===== src/hw/scan_regs_pkg.sv =====
package scan_regs_pkg;
	localparam logic [7:0] scan_error_state_off = 8'h04;
	localparam logic [7:0] oscillator_choice_off = 8'h18;
	localparam logic [7:0] conv_cycle_clocks_off = 8'h19;
	localparam logic [7:0] scan_launch_off = 8'h1e;
	localparam logic [7:0] scan_cancel_off = 8'h1f;
	localparam logic [7:0] word_layout_off = 8'h28;
	localparam logic [7:0] buffer_fill_policy_off = 8'h2c;
	localparam logic [7:0] zero_byte = 8'h00;
	localparam logic [7:0] oscillator_choice_rst = 8'h00;
	localparam logic [7:0] conv_cycle_clocks_rst = 8'h00;
	localparam logic [1:0] word_layout_rst = 2'h0;
	localparam logic [2:0] buffer_fill_policy_rst = 3'h1;
	localparam int launch_bit = 0;
	localparam int cancel_bit = 0;
	localparam int osc_bit = 0;
	localparam int err_lo = 1;
	localparam logic [7:0] hs_min_clocks = 8'h15;
	localparam logic [7:0] lp_min_clocks = 8'h12;
	localparam logic osc_high_speed = 1'b0;
	localparam logic osc_low_power = 1'b1;
	localparam logic [1:0] err_disabled = 2'h0;
	localparam logic [1:0] err_enabled_ok = 2'h1;
	localparam logic [1:0] err_enabled_fault = 2'h3;
	localparam logic [1:0] layout_pad_a = 2'h0;
	localparam logic [1:0] layout_tag = 2'h1;
	localparam logic [1:0] layout_tag_valid = 2'h2;
	localparam logic [1:0] layout_pad_b = 2'h3;
	localparam logic [2:0] fill_stop_burst = 3'h0;
	localparam logic [2:0] fill_start_burst = 3'h1;
	localparam logic [2:0] fill_pre_alert = 3'h4;
	localparam logic [2:0] fill_post_alert = 3'h6;
	typedef enum logic {seq_idle, seq_busy} seq_state_t;
	typedef struct packed {
		logic wr;
		logic rd;
		logic [7:0] addr;
		logic [7:0] wdata;
	} reg_req_t;
	typedef struct packed {
		logic [11:0] result;
		logic chan;
		logic valid_flag;
		logic stb;
	} sample_t;
endpackage


===== src/hw/scan_timing_buffer_ctrl_regs.sv =====
// How it works
// - cancel write stops conversion, activity pin low
// - status clears on resets and scan launch
// - error state bits 2-1, codes 00/01/11
// - status reserved bits read zero
// - oscillator choice 0 high-speed, 1 low-power
// - eight-bit clocks per conversion cycle
// - high-speed clamps cycle clocks to 21 minimum
// - low-power clamps cycle clocks to 18 minimum
// - three-bit buffer fill policy, default burst start
// - word layout field picks buffer word content
// - layout codes pad, tag, tag plus valid
// - launch write raises activity pin, starts conversion
`timescale 1ns/1ps
`default_nettype none
module scan_timing_buffer_ctrl_regs
	import scan_regs_pkg::*;
(
	input wire logic core_clk,
	input wire logic arst_n,
	input wire logic gc_reset,
	input wire logic dev_reset,
	input wire reg_req_t req,
	output logic [7:0] rdata,
	output logic rvalid,
	input wire logic osc_tick,
	input wire logic autoseq_en,
	input wire logic seq_fault,
	input wire sample_t sample,
	output logic busy_pin,
	output logic conv_start,
	output logic conv_done,
	output logic osc_select,
	output logic [7:0] cycle_clocks_eff,
	output logic [2:0] fill_policy,
	output logic [15:0] buf_word,
	output logic buf_word_stb
);
	logic soft_clr;
	logic wr_launch, wr_cancel;
	logic osc_q;
	logic [7:0] conversion_cycle_clocks_q;
	logic [7:0] conversion_cycle_clocks_min;
	logic [1:0] layout_q;
	logic [2:0] fill_q;
	logic [1:0] err_q;
	logic [1:0] err_d;
	seq_state_t state_q;
	logic [7:0] cnt_q;
	logic last_tick;
	logic [7:0] rdata_q;
	logic rvalid_q;
	logic start_q, done_q;
	logic [15:0] word_q;
	logic word_stb_q;
	logic [7:0] rd_mux;

	assign soft_clr = gc_reset | dev_reset;
	assign wr_launch = req.wr && req.addr == scan_launch_off
		&& req.wdata[launch_bit];
	assign wr_cancel = req.wr && req.addr == scan_cancel_off
		&& req.wdata[cancel_bit];

	always_ff @(posedge core_clk or negedge arst_n) begin
		if (!arst_n) begin
			osc_q <= oscillator_choice_rst[osc_bit];
			conversion_cycle_clocks_q <= conv_cycle_clocks_rst;
			layout_q <= word_layout_rst;
			fill_q <= buffer_fill_policy_rst;
		end else if (soft_clr) begin
			osc_q <= oscillator_choice_rst[osc_bit];
			conversion_cycle_clocks_q <= conv_cycle_clocks_rst;
			layout_q <= word_layout_rst;
			fill_q <= buffer_fill_policy_rst;
		end else if (req.wr) begin
			case (req.addr)
				oscillator_choice_off: osc_q <= req.wdata[osc_bit];
				// raw clock count kept as written
				conv_cycle_clocks_off: conversion_cycle_clocks_q <= req.wdata;
				word_layout_off: layout_q <= req.wdata[1:0];
				// reserved codes are stored as written
				buffer_fill_policy_off: fill_q <= req.wdata[2:0];
				default: ;
			endcase
		end
	end

	// oscillator floor, low-power or high-speed
	// clamp follows the live oscillator, so a later switch re-applies it
	assign conversion_cycle_clocks_min = (osc_q == osc_low_power) ? lp_min_clocks
		: hs_min_clocks;
	assign cycle_clocks_eff = (conversion_cycle_clocks_q <= conversion_cycle_clocks_min) ? conversion_cycle_clocks_min : conversion_cycle_clocks_q;

	always_comb begin
		if (!autoseq_en)
			err_d = err_disabled;
		else if (seq_fault)
			err_d = err_enabled_fault;
		else
			err_d = err_enabled_ok;
	end

	always_ff @(posedge core_clk or negedge arst_n) begin
		if (!arst_n)
			err_q <= err_disabled;
		else if (soft_clr || wr_launch)
			err_q <= err_disabled;
		else
			err_q <= err_d;
	end

	assign last_tick = osc_tick && (cnt_q == cycle_clocks_eff - 8'h01);

	always_ff @(posedge core_clk or negedge arst_n) begin
		if (!arst_n) begin
			state_q <= seq_idle;
			cnt_q <= zero_byte;
			start_q <= 1'b0;
			done_q <= 1'b0;
		end else begin
			start_q <= 1'b0;
			done_q <= 1'b0;
			if (soft_clr) begin
				state_q <= seq_idle;
				cnt_q <= zero_byte;
			end else if (wr_cancel) begin
				state_q <= seq_idle;
				cnt_q <= zero_byte;
			end else if (wr_launch) begin
				state_q <= seq_busy;
				cnt_q <= zero_byte;
				start_q <= 1'b1;
			end else begin
				case (state_q)
					seq_idle: ;
					seq_busy: begin
						// one cycle is eff ticks long
						if (last_tick) begin
							cnt_q <= zero_byte;
							done_q <= 1'b1;
							start_q <= 1'b1;
						end else if (osc_tick) begin
							cnt_q <= cnt_q + 8'h01;
						end
					end
					default: state_q <= seq_idle;
				endcase
			end
		end
	end

	always_comb begin
		rd_mux = zero_byte;
		case (req.addr)
			scan_error_state_off: rd_mux[err_lo +: 2] = err_q;
			oscillator_choice_off: rd_mux[osc_bit] = osc_q;
			conv_cycle_clocks_off: rd_mux = conversion_cycle_clocks_q;
			word_layout_off: rd_mux[1:0] = layout_q;
			buffer_fill_policy_off: rd_mux[2:0] = fill_q;
			default: rd_mux = zero_byte;
		endcase
	end

	always_ff @(posedge core_clk or negedge arst_n) begin
		if (!arst_n) begin
			rdata_q <= zero_byte;
			rvalid_q <= 1'b0;
		end else begin
			rvalid_q <= req.rd;
			if (req.rd)
				rdata_q <= rd_mux;
		end
	end

	always_ff @(posedge core_clk or negedge arst_n) begin
		if (!arst_n) begin
			word_q <= 16'h0000;
			word_stb_q <= 1'b0;
		end else begin
			word_stb_q <= sample.stb;
			if (sample.stb) begin
				case (layout_q)
					layout_tag:
						word_q <= {sample.result, 2'h0, sample.chan, 1'b0};
					layout_tag_valid:
						word_q <= {sample.result, 2'h0, sample.chan,
							sample.valid_flag};
					default: word_q <= {sample.result, 4'h0};
				endcase
			end
		end
	end

	assign rdata = rdata_q;
	assign rvalid = rvalid_q;
	assign busy_pin = (state_q == seq_busy);
	assign conv_start = start_q;
	assign conv_done = done_q;
	assign osc_select = osc_q;
	assign fill_policy = fill_q;
	assign buf_word = word_q;
	assign buf_word_stb = word_stb_q;
endmodule // scan_timing_buffer_ctrl_regs
`default_nettype wire

===== config.mk =====
export PLATFORM = sky130hd
export DESIGN_NAME = scan_timing_buffer_ctrl_regs
export DESIGN_NICKNAME = d
export VERILOG_FILES = /design/src/hw/scan_regs_pkg.sv /design/src/hw/scan_timing_buffer_ctrl_regs.sv
export SDC_FILE = /design/constraint.sdc
export NUM_CORES = 1
export LEC_CHECK = 0
export BUFFER_PORTS_ARGS = -buffer_cell sky130_fd_sc_hd__buf_2
export CAP_MARGIN = 20
export CORE_MARGIN = 2
export CORE_UTILIZATION = 56
export DETAILED_ROUTE_END_ITERATION = 7
export PLACE_DENSITY = 0.85
export REMOVE_ABC_BUFFERS = 1
export SYNTH_ARGS = -nofsm -noshare
export SYNTH_HDL_FRONTEND = slang
export SYNTH_SLANG_ARGS = --single-unit

===== constraint.sdc =====
create_clock -name core_clk -period 7.4 [get_ports core_clk]
set_clock_uncertainty 0.2 [all_clocks]
set_input_delay 0.37 -clock core_clk [delete_from_list [all_inputs] [get_ports core_clk]]
set_output_delay 0.37 -clock core_clk [all_outputs]
set_load 0.02 [all_outputs]

### After elaboration in Yosys (flattened, before gate mapping)

Cells that the tools add are included.

| cells by class | value |
|---|---|
| divide/modulo/power cells | 0 |
| add/subtract/negate cells | 2 |
| $mul | 0 |
| reductions and logical operators | 19 |
| mux-type cells | 39 |
| equality and inequality tests | 10 |
| $lt $le $gt $ge | 1 |
| shift-type cells | 0 |
| bitwise operators | 1 |

Operators with widths:

| cell | number |
|---|---|
| 8-bit two-way mux | 10 |
| 8-bit by 5-bit == test with 1-bit output, second input constant | 4 |
| 8-bit by 6-bit == test with 1-bit output, second input constant | 2 |
| 1-bit two-way mux | 14 |
| 2-bit two-way mux | 6 |
| 3-bit two-way mux | 4 |
| 2-bit AND reduction | 5 |
| 2-bit nonzero test | 5 |
| 8-bit by 1-bit adder with 8-bit output, second input constant | 1 |
| 8-bit by 3-bit == test with 1-bit output, second input constant | 1 |
| 8-bit == test | 1 |
| 8-bit by 5-bit less-or-equal comparator with 1-bit output | 1 |
| 1-bit case mux with 4 select lines | 2 |
| 8-bit by 1-bit subtractor with 8-bit output, second input constant | 1 |
| 1-bit logical AND | 5 |
| 5-bit two-way mux | 1 |
| 5-bit nonzero test | 1 |
| 2-bit case mux with 2 select lines | 1 |
| 4-bit nonzero test | 1 |
| 1-bit case mux with 3 select lines | 1 |
| 3-bit nonzero test | 1 |
| 2-bit by 1-bit == test with 1-bit output, second input constant | 1 |
| 2-bit == test, second input constant | 1 |
| 1-bit logical OR | 1 |
| 1-bit OR | 1 |

| word-level totals | value |
|---|---|
| latch bits | 0 |
| bits in read-only memories | 0 |
| input bits | 40 |
| memories kept | 0 |
| memory bits (writable) | 0 |
| output and inout bits | 41 |
| flip-flop bits (word level) | 53 |
| word-level logic and storage cells | 85 |

### Logic depth before layout (Yosys ltp)

| depth | value |
|---|---|
| depth in word-level cells | 11 |
| mapped depth | 16 |
| gate-level depth less buffers | 15 |

### Worst setup path after synthesis

OpenSTA, ideal clock, no wires.

| path | value |
|---|---|
| path kind | reg2reg |
| start point | register osc_q, in the netlist osc_select |
| end point | register cnt_q[2] |
| required time | 7.074 ns |
| stages on the path, launching flop included | 15 |
| setup slack | 3.631 ns |
| arrival | 3.443 ns |
| cell sequence | dfrtp_1 > ha_1 > a211o_1 > o211ai_1 > nand3_1 > and2_1 > ha_1 > xnor2_1 > a311oi_1 > nand3_1 > nor4_4 > o221a_4 > nor2b_2 > buf_6 > a221o_1 |

| on the way | value |
|---|---|
| cells in the longest elaborated chain, start to end | 11 |
| elaborated cells on any way between the ends | 13 |

Ends and longest elaborated chain:

| item | RTL line | text |
|---|---|---|
| start, declared | scan_timing_buffer_ctrl_regs.sv:41 | `logic osc_q;` |
| start signal, assigned | scan_timing_buffer_ctrl_regs.sv:66 | `osc_q <= oscillator_choice_rst[osc_bit];` |
| start signal, assigned | scan_timing_buffer_ctrl_regs.sv:71 | `osc_q <= oscillator_choice_rst[osc_bit];` |
| start signal, assigned | scan_timing_buffer_ctrl_regs.sv:77 | `oscillator_choice_off: osc_q <= req.wdata[osc_bit];` |
| 3-bit two-way mux * | scan_timing_buffer_ctrl_regs.sv:90 | `assign conversion_cycle_clocks_min = (osc_q == osc_low_power) ? lp_min_clocks` |
| 8-bit by 5-bit less-or-equal comparator with 1-bit output | scan_timing_buffer_ctrl_regs.sv:92 | `assign cycle_clocks_eff = (conversion_cycle_clocks_q <= conversion_cycle_clocks_min) ? conversion_cycle_clocks ...` |
| 8-bit two-way mux * | scan_timing_buffer_ctrl_regs.sv:92 |  |
| 8-bit by 1-bit subtractor with 8-bit output * | scan_timing_buffer_ctrl_regs.sv:112 | `assign last_tick = osc_tick && (cnt_q == cycle_clocks_eff - 8'h01);` |
| 8-bit == test * | scan_timing_buffer_ctrl_regs.sv:112 |  |
| 1-bit logical AND * | scan_timing_buffer_ctrl_regs.sv:112 |  |
| 8-bit two-way mux | scan_timing_buffer_ctrl_regs.sv:138 | `if (last_tick) begin` |
| 8-bit two-way mux | scan_timing_buffer_ctrl_regs.sv:134 | `case (state_q)` |
| 8-bit two-way mux | scan_timing_buffer_ctrl_regs.sv:129 | `end else if (wr_launch) begin` |
| 8-bit two-way mux | scan_timing_buffer_ctrl_regs.sv:126 | `end else if (wr_cancel) begin` |
| 8-bit two-way mux | scan_timing_buffer_ctrl_regs.sv:123 | `if (soft_clr) begin` |
| end signal, assigned | scan_timing_buffer_ctrl_regs.sv:125 | `cnt_q <= zero_byte;` |
| end signal, assigned | scan_timing_buffer_ctrl_regs.sv:128 | `cnt_q <= zero_byte;` |
| end signal, assigned | scan_timing_buffer_ctrl_regs.sv:131 | `cnt_q <= zero_byte;` |
| end, declared | scan_timing_buffer_ctrl_regs.sv:49 | `logic [7:0] cnt_q;` |

Every way passes the cells marked *; elsewhere a longest branch is shown, timed or not. The select of a mux whose other input is x is not followed.
A chain may end at the register's enable or synchronous reset.

### Worst setup path after layout

| path | value |
|---|---|
| start point | register conversion_cycle_clocks_q[2] |
| end point | register cnt_q[2] |

| on the way | value |
|---|---|
| cells in the longest elaborated chain, start to end | 10 |
| elaborated cells on any way between the ends | 12 |

Ends and longest elaborated chain:

| item | RTL line | text |
|---|---|---|
| start, declared | scan_timing_buffer_ctrl_regs.sv:42 | `logic [7:0] conversion_cycle_clocks_q;` |
| start signal, assigned | scan_timing_buffer_ctrl_regs.sv:67 | `conversion_cycle_clocks_q <= conv_cycle_clocks_rst;` |
| start signal, assigned | scan_timing_buffer_ctrl_regs.sv:72 | `conversion_cycle_clocks_q <= conv_cycle_clocks_rst;` |
| start signal, assigned | scan_timing_buffer_ctrl_regs.sv:79 | `conv_cycle_clocks_off: conversion_cycle_clocks_q <= req.wdata;` |
| 8-bit by 5-bit less-or-equal comparator with 1-bit output | scan_timing_buffer_ctrl_regs.sv:92 |  |
| 8-bit two-way mux * | scan_timing_buffer_ctrl_regs.sv:92 |  |
| 8-bit by 1-bit subtractor with 8-bit output * | scan_timing_buffer_ctrl_regs.sv:112 |  |
| 8-bit == test * | scan_timing_buffer_ctrl_regs.sv:112 |  |
| 1-bit logical AND * | scan_timing_buffer_ctrl_regs.sv:112 |  |
| 8-bit two-way mux | scan_timing_buffer_ctrl_regs.sv:138 |  |
| 8-bit two-way mux | scan_timing_buffer_ctrl_regs.sv:134 |  |
| 8-bit two-way mux | scan_timing_buffer_ctrl_regs.sv:129 |  |
| 8-bit two-way mux | scan_timing_buffer_ctrl_regs.sv:126 |  |
| 8-bit two-way mux | scan_timing_buffer_ctrl_regs.sv:123 |  |

Marks and branches as above.

==> out/qor.csv <==
metric,value,unit
maxcap violations,0,
first-pass GRT wire length,10230,um
post-synthesis cell count,289,
Area Overhead vs Synth,15.91,%
CTS hold repair buffers,0,
Synth area leaders,"dfrtp_1, mux2_2, nand3_1, nand2_1, ha_1",
RSZ-0062 raised after global routing,false,
DRT Pass-1 Iters,4,
initial antenna violation count,0,
"FFs w/ async S/R, synth",100.0,%
Setup TNS Final,0,ps
post-DR vias/cell,5.654,
All-Layer GR Usage,23.71,%
Die ar.,5730,um^2
Cell Rows,26,
leak pwr,1.617,nW
switching power,0.1394,mW
Reg2Reg Setup Slack,3430,ps
Longest Clk Path Bufs,2,
slew margin rel.,59.54,%
antenna cells,0,
Power Density,155.3,nW/um^2
Unique masters post-synth,60,
cells along the critical path,ha_1 -> a211o_1 -> o211ai_1 -> nand3_1 -> and2_1 -> ha_1 -> xnor2_1 -> a311oi_1 -> nand3_1 -> nor4_4 -> o221a_4 -> and4bb_1 -> a221o_1,
reg-to-reg endpoint,cnt_q[2],
initial core utilization,57.10,%
Die Y,75.70,um
area fraction of the dominant cell type after synthesis,43.46,%
Routability Congestion,0.8485,
yosys warns,0,
fmax,252.2,MHz
fin crit share,53.59,%
CP max stage delay,450,ps
Least-Margin Pin Slew,601.3,ps
cell taking the most area after synthesis,dfrtp_1,
fillers,403,
"Reg clk slew, reported paths",100,ps
"FF+latch count, synth",51,
Iter 0 DRT Violations,147,
WL/cell,14.78,um
"Clk Latency, worst-skew pair",310,ps
fraction of layout instances using a drive strength above 1,32.96,%
"Seq/Total Area, Yosys",44.37,%
fin util,66.18,%
DRC viols,0,
Total Power,0.5182,mW
Sink Count,51,
Logic pwr share,11.5,%
CTS Buf Count,5,
Post-Syn Area per Cell,9.962,um^2
Worst Setup End Kind,register,
core area,5042,um^2
H-tree depth,2,
total grt overflow,0,
Detailed Route WL,6283,um
Hold EP,err_q[1],
"Req. time, crit path",7400,ps
dpl hpwl,4689,um
port bufs,78,
endpoints failing setup,0,
Worst path depth,13,
startpoint types,register,
pin count of the biggest net entering global routing,52,
worst setup path class,register to register,
filler-free cell count of the finished design,425,
Tmin final,3966,ps
worst min path class,primary input to register,
WP buf/inv,0,
hold path depth,2,
crit-path max FO,8,
via count,2403,
IO Count,81,
placed insts,415,
clock share of power,32.3,%
most frequent cells after synthesis,"dfrtp_1, nand2_1, nand3_1",
r2r startpoint,conversion_cycle_clocks_q[2],
fin. max-slew vios,0,
PostCTS Resize Cnt,0,
hold_sp,seq_fault,
Final ANT Viol Nets,0,
vias in the first global route,2298,
"count leader, synth",dfrtp_1,
Top delay family on crit path,compound AO/OA/AOI/OAI gates,
main flop type after synthesis,dfrtp_1,
Die X,75.70,um
sw frac,26.90,%
WP data arrival,3970,ps
Min Hold Slack,69.38,ps
CTS tree,done,
Worst VDD drop,96.73,uV
Root Buffer,clkbuf_8,
nets,401,
CP max stage cell,dfrtp_1,
Pint,0.3788,mW
sequential power share,56.2,%
Post-CTS Setup Bufs,0,
reg2reg path depth,13,
status,finished clean,
Mapped Area,2879,um^2
endpoints failing hold,0,
Post-synth EDFFs,0,
==> worst max-delay path by stage <==
stage	startpoint	slack (ps)	end
floorplan	osc_select	3640	cnt_q[2]
global placement	conversion_cycle_clocks_q[2]	3610	cnt_q[2]
detailed placement	conversion_cycle_clocks_q[2]	3450	cnt_q[2]
CTS	conversion_cycle_clocks_q[2]	3440	cnt_q[2]
global route	conversion_cycle_clocks_q[2]	3180	cnt_q[2]
finish	conversion_cycle_clocks_q[2]	3430	cnt_q[2]
==> layer usage <==
| metal | wire length [um] | share of wire (%) | global-route usage, % | vias to the layer above |
|---|---|---|---|---|
| met1 | 2566 | 41 | 30.07 | 1151 |
| met4 | 131 | 2.1 | 9.357 | 0 |
| li1 | - | - | - | 1143 |
| met5 | 0 | 0 | 0 | - |
| met3 | 425 | 6.8 | 4.894 | 14 |
| met2 | 3159 | 50 | 39.90 | 95 |
==> cell type report <==
cell class | instances | area, um^2 | area share (%)
clock buffers | 5 | 68.82 | 2.062
clock inverters | 3 | 23.77 | 0.7124
inverters | 17 | 63.81 | 1.912
multi-input cells | 199 | 1395 | 41.81
flip-flops and latches | 51 | 1277 | 38.28
well taps | 70 | 87.58 | 2.625
repair buffers | 80 | 420.4 | 12.60
==> power by group through the flow <==
stage | logic (mW) | clock network, mW | registers (mW)
2_1_floorplan | 0.0144 | 0 | 0.307
3_3_place_gp | 0.0566 | 0 | 0.296
3_5_place_dp | 0.0586 | 0 | 0.297
4_1_cts | 0.0587 | 0.171 | 0.291
5_1_grt | 0.0647 | 0.183 | 0.292
6_report | 0.0597 | 0.167 | 0.291
==> stage by stage <==
step | cell area, um^2 | worst slack [ps]
floorplan | 2736 | 3643
global placement | 3214 | 3610
detailed placement | 3214 | 3450
CTS | 3307 | 3441
global route | 3337 | 3184
finish | 3337 | 3434
==> registers in the layout, summed over array words and instances, names as in the netlist, 2 cells and up <==
| signal | cells |
|---|---|
| fill_policy | 3 |
| layout_q | 2 |
| conversion_cycle_clocks_q | 8 |
| err_q | 2 |
| rdata | 8 |
| cnt_q | 8 |
| buf_word | 14 |
==> cell families (layout without fill, tap and decap cells) <==
kind of cell               count (synthesis)  in the layout  share of synthesized area (%)
AOI/OAI and AO/OA                         53             53                          14.47
xor gates and xnor gates                   8              8                          2.434
adders and majority gates                  7              7                          3.042
buffers and inverters                     40            105                          7.301
DFF                                       51             51                          44.37
muxes                                     20             20                          7.519
other                                      1              2                         0.1303
and+or+nand+nor                          109            109                          20.73
==> layout by cell type (no fill, tap or decap), types with 3 or more instances in the layout <==
cell / n
a21oi_1: 15
a221o_1: 5
and2_1: 5
and3_1: 3
and3_2: 3
buf_2: 78
clkbuf_8: 5
dfrtp_1: 50
ha_1: 7
inv_1: 17
mux2_2: 13
mux2i_1: 7
nand2_1: 25
nand3_1: 23
nor2_1: 22
nor4b_1: 4
o21ai_0: 9
o21ai_1: 4
or2_2: 4
xnor2_1: 3
xor2_1: 5
Note: power is estimated with default switching activity, not from simulation.
